$ cat config.mk
export PLATFORM = sky130hd
export DESIGN_NAME = cmc_top
export DESIGN_NICKNAME = d
export VERILOG_FILES = /design/src/rtl/cmc_pkg.sv /design/src/rtl/cmc_top.sv
export SDC_FILE = /design/constraint.sdc
export NUM_CORES = 1
export LEC_CHECK = 0
export ABC_AREA = 0
export ABC_CLOCK_PERIOD_IN_PS = 7200
export BUFFER_PORTS_ARGS = -buffer_cell sky130_fd_sc_hd__clkbuf_2
export CORE_UTILIZATION = 40
export DETAILED_ROUTE_END_ITERATION = 6
export PLACE_DENSITY = 0.61
export SETUP_SLACK_MARGIN = 0.3
export SLEW_MARGIN = 25
export SYNTH_ARGS = -nofsm -noshare
export SYNTH_HDL_FRONTEND = slang
export SYNTH_SLANG_ARGS = --single-unit
$ cat constraint.sdc
create_clock -name pclk -period 7.2 [get_ports pclk]
set_clock_uncertainty 0.05 [all_clocks]
set_input_delay 1.44 -clock pclk [delete_from_list [all_inputs] [get_ports pclk]]
set_output_delay 1.44 -clock pclk [all_outputs]
set_load 0.005 [all_outputs]
$ cat src/rtl/cmc_pkg.sv
// package of constants for the can mode controller
package cmc_pkg;
	// ------------------------------------------------------------------
	// register byte offsets
	// ------------------------------------------------------------------
	localparam logic [11:0] CMC_CTRL_OFF    = 12'h000;
	localparam logic [11:0] CMC_STAT_OFF    = 12'h004;
	localparam logic [11:0] CMC_WAKE_OFF    = 12'h008;
	localparam logic [11:0] CMC_MODESEL_OFF = 12'h00c;
	localparam logic [11:0] CMC_BUFDIR_OFF  = 12'h010;
	localparam logic [11:0] CMC_BITTIM_OFF  = 12'h014;
	localparam logic [11:0] CMC_FILTER_OFF  = 12'h018;
	localparam logic [11:0] CMC_MASK_OFF    = 12'h01c;
	localparam logic [11:0] CMC_FMCTL_OFF   = 12'h020;
	localparam logic [11:0] CMC_DATA_BASE   = 12'h100;
	localparam logic [11:0] CMC_DATA_END    = 12'h1c0;

	// ------------------------------------------------------------------
	// field positions and widths
	// ------------------------------------------------------------------
	localparam int CMC_OP_HI      = 7;
	localparam int CMC_OP_LO      = 5;
	localparam int CMC_WAKE_FLAG  = 0;
	localparam int CMC_WAKE_IE    = 1;
	localparam int CMC_WAKE_DIS   = 2;
	localparam int CMC_FN_HI      = 1;
	localparam int CMC_FN_LO      = 0;
	localparam int CMC_RXMODE_HI  = 3;
	localparam int CMC_RXMODE_LO  = 2;
	localparam int CMC_PH2_FREE   = 7;
	localparam int CMC_TRIPLE     = 6;
	localparam int CMC_PH1_HI     = 5;
	localparam int CMC_PH1_LO     = 3;
	localparam int CMC_PROP_HI    = 2;
	localparam int CMC_PROP_LO    = 0;

	// ------------------------------------------------------------------
	// operation codes, shared by request and status fields except errrec (status only); other constants
	// ------------------------------------------------------------------
	localparam logic [2:0] CMC_OP_NORMAL   = 3'h0;
	localparam logic [2:0] CMC_OP_SLEEP    = 3'h1;
	localparam logic [2:0] CMC_OP_LOOPBACK = 3'h2;
	localparam logic [2:0] CMC_OP_LISTEN   = 3'h3;
	localparam logic [2:0] CMC_OP_CONFIG   = 3'h4;
	localparam logic [2:0] CMC_OP_ERRREC   = 3'h7;
	localparam logic [1:0] CMC_RXMODE_ERRREC = 2'h3;
	localparam logic [1:0] CMC_FN_LEGACY   = 2'h0;
	localparam logic [7:0] CMC_BITTIM_RST  = 8'h00;
	localparam logic [3:0] CMC_IDLE_BITS   = 4'hb;
	localparam logic       CMC_RECESSIVE   = 1'b1;

	typedef enum logic [2:0] {
		CMC_ST_CONFIG,
		CMC_ST_SLEEP,
		CMC_ST_NORMAL,
		CMC_ST_LISTEN,
		CMC_ST_LOOPBACK,
		CMC_ST_ERRREC
	} cmc_state_e;
endpackage

$ cat src/rtl/cmc_top.sv
// can operating-mode controller with apb register slave
//
// Implementation choices: the register offsets and register access over APB.
`timescale 1ns/10ps
`default_nettype none
// ----------------------------------------------------------------------
// Overview of operation
// - modes requested via control bits 7:5
// - error recognition selected by rx buffer mode
// - mode in force shown in status field
// - mode change waits for pending transmissions, except the return from sleep on a wake edge
// - top request bit asks for configuration
// - writing zero request goes to normal, or to error recognition if rx buffer mode is 3
// - config registers locked outside configuration
// - configuration entry waits for frame end, except the return from sleep to configuration on a wake edge
// - configuration: no traffic, counters cleared
// - configuration releases pins to general io
// - request 001 selects disable/sleep
// - sleep stops module clock when inactive
// - busy sleep request waits 11 recessive bits
// - status reads 001 only once asleep
// - wake flag set by bus edge, gated irq
// - wake returns to prior mode, frame dropped
// - tx pin recessive throughout sleep
// - only normal mode transmits; acks, errors
// - six buffers of eight bytes, modes 1-3
// - data bytes writable only in transmit direction
// ----------------------------------------------------------------------
module cmc_top
	import cmc_pkg::*;
#(
	parameter int NUM_BUF   = 6,
	parameter int BUF_BYTES = 8
)(
	input  wire logic        pclk,
	input  wire logic        presetn,
	input  wire logic        psel,
	input  wire logic        penable,
	input  wire logic        pwrite,
	input  wire logic [11:0] paddr,
	input  wire logic [31:0] pwdata,
	output logic      [31:0] prdata,
	output logic             pready,
	output logic             pslverr,
	input  wire logic        bus_rx,
	input  wire logic        bit_tick,
	input  wire logic        frame_active,
	input  wire logic        tx_pending,
	input  wire logic        core_tx_bit,
	output logic             can_tx_pin,
	output logic             tx_enable,
	output logic             rx_enable,
	output logic             ack_err_enable,
	output logic             pins_as_gpio,
	output logic             err_cnt_clear,
	output logic             module_clk_en,
	output logic             wake_irq,
	output logic             wake_discard,
	output logic             triple_sample_select,
	output logic             phase2_free_select,
	output logic      [3:0]  phase1_tq,
	output logic      [3:0]  prop_tq,
	output logic      [31:0] filter_val,
	output logic      [31:0] mask_val,
	output logic      [7:0]  filter_mask_ctl
);
	// ------------------------------------------------------------------
	// storage
	// ------------------------------------------------------------------
	cmc_state_e  state_r;
	cmc_state_e  prev_r;
	logic [2:0]  requested_op_field_r;
	logic        wake_flag_r;
	logic        wake_irq_enable_r;
	logic        wake_disable_r;
	logic [1:0]  func_mode_r;
	logic [1:0]  rx_buffer_mode_field_r;
	logic [NUM_BUF-1:0] buffer_direction_reg_r;
	logic [7:0]  bit_timing_control_two_r;
	logic [31:0] filter_r;
	logic [31:0] mask_r;
	logic [7:0]  fmctl_r;
	logic [3:0]  idle_cnt_r;
	logic        rx_prev_r;
	logic        discard_r;
	logic [7:0]  buffer_data_byte_r [NUM_BUF*BUF_BYTES];

	// ------------------------------------------------------------------
	// decode
	// ------------------------------------------------------------------
	logic        wr_en;
	logic        rd_en;
	logic        locked;
	logic        enhanced;
	logic        in_data;
	logic [2:0]  buf_idx;
	logic [2:0]  byte_idx;
	logic [5:0]  data_idx;
	logic        data_ok;
	logic [2:0]  op_status;
	logic        bus_idle;
	logic        wake_edge;
	cmc_state_e  target;
	logic        may_change;

	assign wr_en    = psel & penable & pwrite;
	assign rd_en    = psel & penable & ~pwrite;
	assign pready   = 1'b1;
	assign locked   = (state_r != CMC_ST_CONFIG);
	assign enhanced = (func_mode_r != CMC_FN_LEGACY);
	assign in_data  = (paddr >= CMC_DATA_BASE) && (paddr < CMC_DATA_END);
	assign buf_idx  = paddr[7:5];
	assign byte_idx = paddr[4:2];
	assign data_idx = 6'(buf_idx * BUF_BYTES + byte_idx);
	assign data_ok  = in_data && (32'(buf_idx) < NUM_BUF) && (paddr[1:0] == 2'h0);
	assign bus_idle = (idle_cnt_r == CMC_IDLE_BITS);
	assign wake_edge = (state_r == CMC_ST_SLEEP) && rx_prev_r && !bus_rx;

	// ------------------------------------------------------------------
	// mode selection
	// ------------------------------------------------------------------
	always_comb
	begin
		unique case (requested_op_field_r)
			CMC_OP_NORMAL:
				target = (rx_buffer_mode_field_r == CMC_RXMODE_ERRREC)
					? CMC_ST_ERRREC : CMC_ST_NORMAL;
			CMC_OP_SLEEP:    target = CMC_ST_SLEEP;
			CMC_OP_LOOPBACK: target = CMC_ST_LOOPBACK;
			CMC_OP_LISTEN:   target = CMC_ST_LISTEN;
			default:         target = CMC_ST_CONFIG;
		endcase
	end

	always_comb
	begin
		may_change = !tx_pending;
		if (target == CMC_ST_CONFIG)
			may_change = may_change && !frame_active;
		else if (target == CMC_ST_SLEEP)
			may_change = may_change && (!frame_active || bus_idle);
	end

	// error recognition reports as a listen-style code of its own
	always_comb
	begin
		unique case (state_r)
			CMC_ST_CONFIG:   op_status = CMC_OP_CONFIG;
			CMC_ST_SLEEP:    op_status = CMC_OP_SLEEP;
			CMC_ST_NORMAL:   op_status = CMC_OP_NORMAL;
			CMC_ST_LISTEN:   op_status = CMC_OP_LISTEN;
			CMC_ST_LOOPBACK: op_status = CMC_OP_LOOPBACK;
			CMC_ST_ERRREC:   op_status = CMC_OP_ERRREC;
			default:         op_status = CMC_OP_CONFIG;
		endcase
	end

	// ------------------------------------------------------------------
	// mode state
	// ------------------------------------------------------------------
	always_ff @(posedge pclk or negedge presetn)
	begin
		if (!presetn)
		begin
			state_r <= CMC_ST_CONFIG;
			prev_r  <= CMC_ST_CONFIG;
		end
		else if (wake_edge)
			state_r <= prev_r;
		else if (target != state_r && may_change)
		begin
			state_r <= target;
			if (target == CMC_ST_SLEEP)
				prev_r <= state_r;
		end
	end

	// ------------------------------------------------------------------
	// bus idle and wake detection
	// ------------------------------------------------------------------
	always_ff @(posedge pclk or negedge presetn)
	begin
		if (!presetn)
			idle_cnt_r <= 4'h0;
		// a dominant level at any clock breaks the recessive run, so a
		// frame that starts between bit ticks is never taken as idle
		else if (bus_rx != CMC_RECESSIVE)
			idle_cnt_r <= 4'h0;
		else if (bit_tick && !bus_idle)
			idle_cnt_r <= idle_cnt_r + 4'h1;
	end

	always_ff @(posedge pclk or negedge presetn)
	begin
		if (!presetn)
			rx_prev_r <= CMC_RECESSIVE;
		else
			rx_prev_r <= bus_rx;
	end

	// the waking frame is dropped silently; firmware must retry it
	always_ff @(posedge pclk or negedge presetn)
	begin
		if (!presetn)
			discard_r <= 1'b0;
		else if (wake_edge)
			discard_r <= 1'b1;
		else if (!frame_active)
			discard_r <= 1'b0;
	end

	always_ff @(posedge pclk or negedge presetn)
	begin
		if (!presetn)
			wake_flag_r <= 1'b0;
		else if (wake_edge)
			wake_flag_r <= 1'b1;
		else if (wr_en && paddr == CMC_WAKE_OFF && pwdata[CMC_WAKE_FLAG])
			wake_flag_r <= 1'b0;
	end

	// ------------------------------------------------------------------
	// software registers
	// ------------------------------------------------------------------
	// hardware rewrites the request on wake so sleep is not re-entered
	always_ff @(posedge pclk or negedge presetn)
	begin
		if (!presetn)
			requested_op_field_r <= CMC_OP_CONFIG;
		else if (wake_edge)
			requested_op_field_r <= (prev_r == CMC_ST_CONFIG) ? CMC_OP_CONFIG :
				(prev_r == CMC_ST_LISTEN)   ? CMC_OP_LISTEN :
				(prev_r == CMC_ST_LOOPBACK) ? CMC_OP_LOOPBACK : CMC_OP_NORMAL;
		else if (wr_en && paddr == CMC_CTRL_OFF)
			requested_op_field_r <= pwdata[CMC_OP_HI:CMC_OP_LO];
	end

	always_ff @(posedge pclk or negedge presetn)
	begin
		if (!presetn)
		begin
			wake_irq_enable_r <= 1'b0;
			wake_disable_r    <= 1'b0;
			buffer_direction_reg_r <= '0;
		end
		else if (wr_en && paddr == CMC_WAKE_OFF)
		begin
			wake_irq_enable_r <= pwdata[CMC_WAKE_IE];
			wake_disable_r    <= pwdata[CMC_WAKE_DIS];
		end
		else if (wr_en && paddr == CMC_BUFDIR_OFF)
			buffer_direction_reg_r <= pwdata[NUM_BUF-1:0];
	end

	// locked group: writes dropped unless configuration is in force
	always_ff @(posedge pclk or negedge presetn)
	begin
		if (!presetn)
		begin
			func_mode_r              <= CMC_FN_LEGACY;
			rx_buffer_mode_field_r   <= 2'h0;
			bit_timing_control_two_r <= CMC_BITTIM_RST;
			filter_r                 <= 32'h0;
			mask_r                   <= 32'h0;
			fmctl_r                  <= 8'h0;
		end
		else if (wr_en && !locked)
		begin
			if (paddr == CMC_MODESEL_OFF)
			begin
				func_mode_r            <= pwdata[CMC_FN_HI:CMC_FN_LO];
				rx_buffer_mode_field_r <= pwdata[CMC_RXMODE_HI:CMC_RXMODE_LO];
			end
			if (paddr == CMC_BITTIM_OFF)
				bit_timing_control_two_r <= pwdata[7:0];
			if (paddr == CMC_FILTER_OFF)
				filter_r <= pwdata;
			if (paddr == CMC_MASK_OFF)
				mask_r <= pwdata;
			if (paddr == CMC_FMCTL_OFF)
				fmctl_r <= pwdata[7:0];
		end
	end

	// data bytes have no reset: power-on contents are undefined
	always_ff @(posedge pclk)
	begin
		if (wr_en && data_ok && enhanced && buffer_direction_reg_r[buf_idx])
			buffer_data_byte_r[data_idx] <= pwdata[7:0];
	end

	// ------------------------------------------------------------------
	// read mux
	// ------------------------------------------------------------------
	always_comb
	begin
		prdata  = 32'h0;
		pslverr = 1'b0;
		if (data_ok)
		begin
			if (enhanced)
				prdata[7:0] = buffer_data_byte_r[data_idx];
		end
		else
		begin
			unique case (paddr)
				CMC_CTRL_OFF:
					prdata[CMC_OP_HI:CMC_OP_LO] = requested_op_field_r;
				CMC_STAT_OFF:
					prdata[CMC_OP_HI:CMC_OP_LO] = op_status;
				CMC_WAKE_OFF:
				begin
					prdata[CMC_WAKE_FLAG] = wake_flag_r;
					prdata[CMC_WAKE_IE]   = wake_irq_enable_r;
					prdata[CMC_WAKE_DIS]  = wake_disable_r;
				end
				CMC_MODESEL_OFF:
				begin
					prdata[CMC_FN_HI:CMC_FN_LO]   = func_mode_r;
					prdata[CMC_RXMODE_HI:CMC_RXMODE_LO] = rx_buffer_mode_field_r;
				end
				CMC_BUFDIR_OFF: prdata[NUM_BUF-1:0] = buffer_direction_reg_r;
				CMC_BITTIM_OFF: prdata[7:0] = bit_timing_control_two_r;
				CMC_FILTER_OFF: prdata = filter_r;
				CMC_MASK_OFF:   prdata = mask_r;
				CMC_FMCTL_OFF:  prdata[7:0] = fmctl_r;
				default:        pslverr = psel & penable;
			endcase
		end
	end

	// ------------------------------------------------------------------
	// link-side controls
	// ------------------------------------------------------------------
	assign tx_enable      = (state_r == CMC_ST_NORMAL);
	assign rx_enable      = (state_r != CMC_ST_CONFIG)
		&& (state_r != CMC_ST_SLEEP);
	assign ack_err_enable = (state_r == CMC_ST_NORMAL);
	assign pins_as_gpio   = (state_r == CMC_ST_CONFIG);
	assign err_cnt_clear  = (state_r == CMC_ST_CONFIG);
	// clock kept running while a frame finishes after sleep entry
	assign module_clk_en  = (state_r != CMC_ST_SLEEP) || frame_active;
	assign can_tx_pin     = tx_enable ? core_tx_bit : CMC_RECESSIVE;
	assign wake_irq       = wake_flag_r && wake_irq_enable_r
		&& !wake_disable_r;
	assign wake_discard   = discard_r;
	assign triple_sample_select = bit_timing_control_two_r[CMC_TRIPLE];
	assign phase2_free_select   = bit_timing_control_two_r[CMC_PH2_FREE];
	assign phase1_tq = {1'b0, bit_timing_control_two_r[CMC_PH1_HI:CMC_PH1_LO]}
		+ 4'h1;
	assign prop_tq   = {1'b0, bit_timing_control_two_r[CMC_PROP_HI:CMC_PROP_LO]}
		+ 4'h1;
	assign filter_val      = filter_r;
	assign mask_val        = mask_r;
	assign filter_mask_ctl = fmctl_r;
endmodule // cmc_top
`default_nettype wire

; Word-level counts from Yosys, hierarchy flattened
; Memories as Yosys holds them, arrays and structs flattened.
; Cells that the tools add are included.
[word_totals]
ramBits = 384
mem_count = 1
in_bits = 54
reg_bits = 108
elab_cells = 135
[op_classes]
n_reduce_logical = 47
mux = 34
n_bitwise = 4
eq_ne = 25
n_addsub = 4
n_lt_le_gt_ge = 4
[memory_table]
columns = memory, words, word_bits, rd, rd_clocked_by_memory_dff, wr, line_no
row1 = buffer_data_byte_r, 48, 8, 1, 0, 1, cmc_top.sv:86  ; logic [7:0] buffer_data_byte_r [NUM_BUF*BUF_BYTES];
[ops]
columns = op, n
row1 = == test 12 x 5 -> 1 bit (second input constant), 4
row2 = case mux 24 bit (2 select lines), 1
row3 = == test 12 x 4 -> 1 bit (second input constant), 2
row4 = 2-to-1 mux 24 bit, 1
row5 = case mux 3 bit (7 select lines), 1
row6 = logical AND 1 bit, 20
row7 = 2-to-1 mux 3 bit, 6
row8 = 2-to-1 mux 8 bit, 2
row9 = == test 3 x 2 -> 1 bit (second input constant), 5
row10 = case mux 3 bit (5 select lines), 1
row11 = == test 12 x 3 -> 1 bit (second input constant), 1
row12 = == test 12 x 6 -> 1 bit (second input constant), 1
row13 = greater-or-equal comparator 12 x 9 -> 1 bit (second input constant), 1
row14 = zero test 12 bit, 1
row15 = zero test 3 bit, 4
row16 = less-than comparator 12 x 9 -> 1 bit (second input constant), 1
row17 = 2-to-1 mux 1 bit, 12
row18 = case mux 2 bit (6 select lines), 1
row19 = case mux 3 bit (4 select lines), 1
row20 = AND reduction 2 bit, 6
row21 = == test 3 x 1 -> 1 bit (second input constant), 3
row22 = == test 3 bit (second input constant), 3
row23 = OR reduction 9 bit, 1
row24 = adder 3 x 1 -> 4 bit (second input constant), 2
row25 = other kinds (23), 37

; Logic depth before layout (Yosys ltp)
[depth]
ltp_word = 9
ltp_mapped = 11
ltp_nobuf = 7

; Worst setup path after synthesis
; No wires, ideal clock.
[synth_timing]
kind = input to output
start = input port paddr[2]
end = output port prdata[1]
slack_ns = 2.364
t_required_ns = 5.710
path_buffers = 4
path_stages = 9
arrival_time_ns = 3.346
path_cell_list = buf_2 -> buf_4 -> buf_2 -> buf_2 -> mux2_2 -> a222oi_1 -> nor2_1 -> a221oi_1 -> nand3_1
[synth_between]
elab_chain_len = 5
[synth_rtl]
columns = item, line_no
row1 = "start, declared", cmc_top.sv:40  ; input wire logic [11:0] paddr,
row2 = "parallel branches: the longest is 4 deep, another holds memory (48 x 8 bit)", n/a
row3 = 2-to-1 mux 8 bit *, cmc_top.sv:299  ; if (data_ok)
row4 = "end, declared", cmc_top.sv:42  ; output logic [31:0] prdata,
; Every way passes the cells marked *.

; Final worst setup path
[layout_timing]
start = input port paddr[2]
end = output port prdata[5]
; The elaborated chain is that of the path after synthesis.

==> key figures <==
Power and ir drop
  – Worst IR drop on VDD: 0.000143 V
  – Switch share: 21.2%
  – Leakage power total: slightly above 9 nW
  – Cell Int Power: 4.67 mW
  – Clock network fraction of total power: a little over two fifths
  – Proportion of power drawn by combinational gates: 5.0%
  – Sw Pwr: 1.26 mW
  – Relative contribution of sequential cells to total power: about 52%
  – Ratio of total power to cell area: 250 mW/mm^2

Floorplanning
  – Initial cell density of the core: 40.7%
  – Core area: 0.0504 sq mm
  – Chip Width: 228 um
  – Total Die Area: between 0.05 and 0.06 sq mm
  – Std cell rows: 82
  – Overall die height: 228 um
  – # IOs: 179

Clocking
  – Number of levels in the clock H-tree: 2
  – TritonCTS clock tree: done
  – Total clock buffers created by CTS: 51
  – Post-CTS Resized: 0
  – Total number of clock tree sinks: slightly below 500
  – Clock input transition at the sequential cells of the worst setup and hold paths: 0.06 ns
  – Root buffer selected by CTS: clkbuf_16
  – Clock latency at the later pin of the worst-skew pair: slightly below 0.6 ns
  – Post-CTS Setup Repair Bufs: 0
  – # hold bufs at CTS: 0
  – Clk buf depth: 3

STA
  – Number of failing hold endpoints at the final stage: 0
  – Setup violation total in the final timing report: 0
  – Sum of negative setup slack: 0 ns
  – Maximum achievable frequency: 171 MHz
  – Least-Margin Pin Slew: 1.07 ns
  – Pins over their slew limit: 0
  – Setup repair after global routing missed its margin: no
  – Share of the clock period used by the worst path after layout: between 80% and 90%
  – Post-layout minimum cycle time: 5.85 ns
  – Max-Slew Margin vs Limit: 27.5%

Routing
  – Average vias per placed instance: 5.63
  – Vias after detailed routing: between 10,000 and 15,000
  – Antenna viol nets, final: 0
  – DRC violation count after routing: 0
  – Average routed wire per standard cell: 24.2 um
  – First-pass detailed-route iteration total: 5
  – Drt total wl: approximately 53,000 um
  – First-iteration detailed-routing DRC count: 954

Cells and area
  – Layout overhead on the synthesized area: 15.6%
  – Summed area of non-filler cells in the final layout: ~0.024 sq mm
  – Nets@finish: 1,519
  – Share of layout cells above drive strength 1: 27.9%
  – Number of fillers in the final layout: 4,347
  – Antenna diodes: 0

Yosys
  – Cell taking the most area after synthesis: edfxtp_1
  – Average size of a mapped cell: ~16 sq um
  – Top area cells in the synthesized netlist: edfxtp_1, dfrtp_1, mux2i_1
  – Sequential area share after synthesis: 69.4%
  – Count of cell types in the netlist: 75
  – Area share of the largest cell type after synthesis: 56.2%
  – Yosys reg bits: 492
  – Primary FF master, synth: edfxtp_1
  – Post-Synthesis Cells: 1,285
  – Area of the mapped netlist: 0.0205 sq mm
  – Net count of the mapped netlist: 1,342
  – Number of synthesis warnings: 0
  – Fraction of synthesis flops using an asynchronous set or reset pin: 22.0%
  – Number of enable flip-flop cells after synthesis: 384

Global routing
  – Vias in the first global route: around 12,000
  – Largest net degree at the start of global routing: 66
  – Overall track demand over capacity in global routing: between 20% and 30%
  – Global-route wire length before repair: 78,700 um
  – Antenna violations before repair: 0
  – Total grt overflow: 0

Flow run
  – Number of maximum-capacitance constraint violations: 0

Setup path
  – Class of the most critical setup path: input pin to output port
  – Arrival time of data at the critical path endpoint: 4.36 ns
  – CP Launch Point: paddr[2]
  – FF-to-FF Start: func_mode_r[0]
  – Element type at the critical path start: input pin
  – Critical Path Sink Type: output port
  – Critical path required time: around 5.7 ns
  – Crit path max fanout: 61

Placement
  – Placed cell areas: 0.0221 sq mm
  – Routability Congestion: between 0.9 and 1
  – Count of input and output buffers: 177
  – Post-DP HPWL: 33,400 um

Outcome
  – Outcome: finished, final reports clean

Hold path
  – Hold Path Class: register to register
  – Worst min-delay path startpoint: wake_discard
cells in the final DEF, fill, tap and decap left out, drive strengths merged, types with 8 or more instances in the layout:
master / count
edfxtp: 384
clkbuf: 248
mux2: 115
dfrtp: 106
mux2i: 92
nor2: 79
nand2: 69
mux4: 39
nand3: 32
a22oi: 30
buf: 29
a21oi: 28
a22o: 27
o21ai: 21
o22ai: 16
clkinv: 15
nand2b: 13
nor2b: 11
nor3: 10
a211oi: 9
inv: 8
final timing paths:
path | end | slack, ns | cells after the start
max | prdata[5] | 1.35 | 7
min | wake_discard | 0.43 | 1
max reg2reg | buffer_data_byte_r[39][4] | 4.12 | 7
min reg2reg | wake_discard | 0.43 | 1
max in group asynchronous | mask_val[4] | 5.05 | 2
min in group asynchronous | filter_val[12] | 0.80 | 1
metal layers:
metal | vias up | share of wire [%] | GRT usage, %
li1 | 5388 | - | -
met2 | 501 | 48 | 32.5
met3 | 71 | 6.6 | 3.18
met5 | - | 0 | 0
met4 | 0 | 2.2 | 5.91
met1 | 6274 | 43 | 27.9
through the flow:
stage	instances	power (mW)	utilization, %	setup slack, ns	hold WS (ns)
final	2172	5.93	47.1	1.35	0.430
after global routing	2172	6.11	47.1	1.23	0.447
after CTS	2172	5.99	47.1	1.39	0.432
after detailed placement	2081	3.44	43.8	1.39	0.419
after global placement	2081	3.44	43.8	1.38	0.418
after floorplan	1285	3.30	-	2.36	0.422
worst max-delay path, cell delays in order:
cell and delay (ns):
clkbuf_8 0.50, buf_4 0.51, nand2_1 0.51, nor2_4 0.73
a22o_1 0.30, or4_1 0.17, clkbuf_2 0.13
area by class of cell:
class | instances | area (sq um) | share of cell area [%]
timing repair buffer | 204 | 1100 | 4.65
sequential | 492 | 14200 | 60.0
multi-input combinational | 705 | 5870 | 24.8
clock buffer | 73 | 1490 | 6.29
clock inverter | 18 | 140 | 0.591
tap | 672 | 841 | 3.55
inverter | 8 | 30.0 | 0.127
cell usage after synthesis, drive strengths merged, types with 5 or more instances:
library cell and count:
a211oi 9, a21oi 28, o22ai 16, nor2b 11
mux2i 92, buf 39, a22oi 30, dfrtp 106
nand3 32, inv 7, nand2b 13, and2 7
nand2 69, nor2 79, mux2 115, clkbuf 41
and3 7, nor3 10, mux4 39, nand3b 5
o31ai 6, a22o 27, o21ai 21, edfxtp 384
a221oi 5, o221ai 6
logic make-up (layout without fill, tap and decap cells):
group | Yosys count | in the layout | share of synthesized area [%]
mux | 246 | 246 | 15.2
compound gates | 188 | 188 | 6.61
buf+inv | 88 | 303 | 1.97
fa+ha+maj | 3 | 3 | 0.183
xor+xnor | 6 | 6 | 0.256
flops | 492 | 492 | 69.4
other cells | 1 | 1 | 0.0183
simple gates | 261 | 261 | 6.38
state kept, by name (all words and copies together), names as in the netlist, 2 cells and up:
name                      count
buffer_direction_reg_r        6
prev_r                        3
filter_mask_ctl               8
requested_op_field_r          3
filter_val                   32
bit_timing_control_two_r      8
rx_buffer_mode_field_r        2
mask_val                     32
state_r                       3
func_mode_r                   2
idle_cnt_r                    4
buffer_data_byte_r          384
power by group through the flow:
stage / clock (mW) / combinational (mW) / sequential (mW)
5_1_grt: 2.71 / 0.321 / 3.08
3_5_place_dp: 0 / 0.299 / 3.14
4_1_cts: 2.61 / 0.300 / 3.08
3_3_place_gp: 0 / 0.296 / 3.14
2_1_floorplan: 0 / 0.166 / 3.13
6_report: 2.55 / 0.298 / 3.08
No activity file was read; power rests on OpenSTA's default activity.
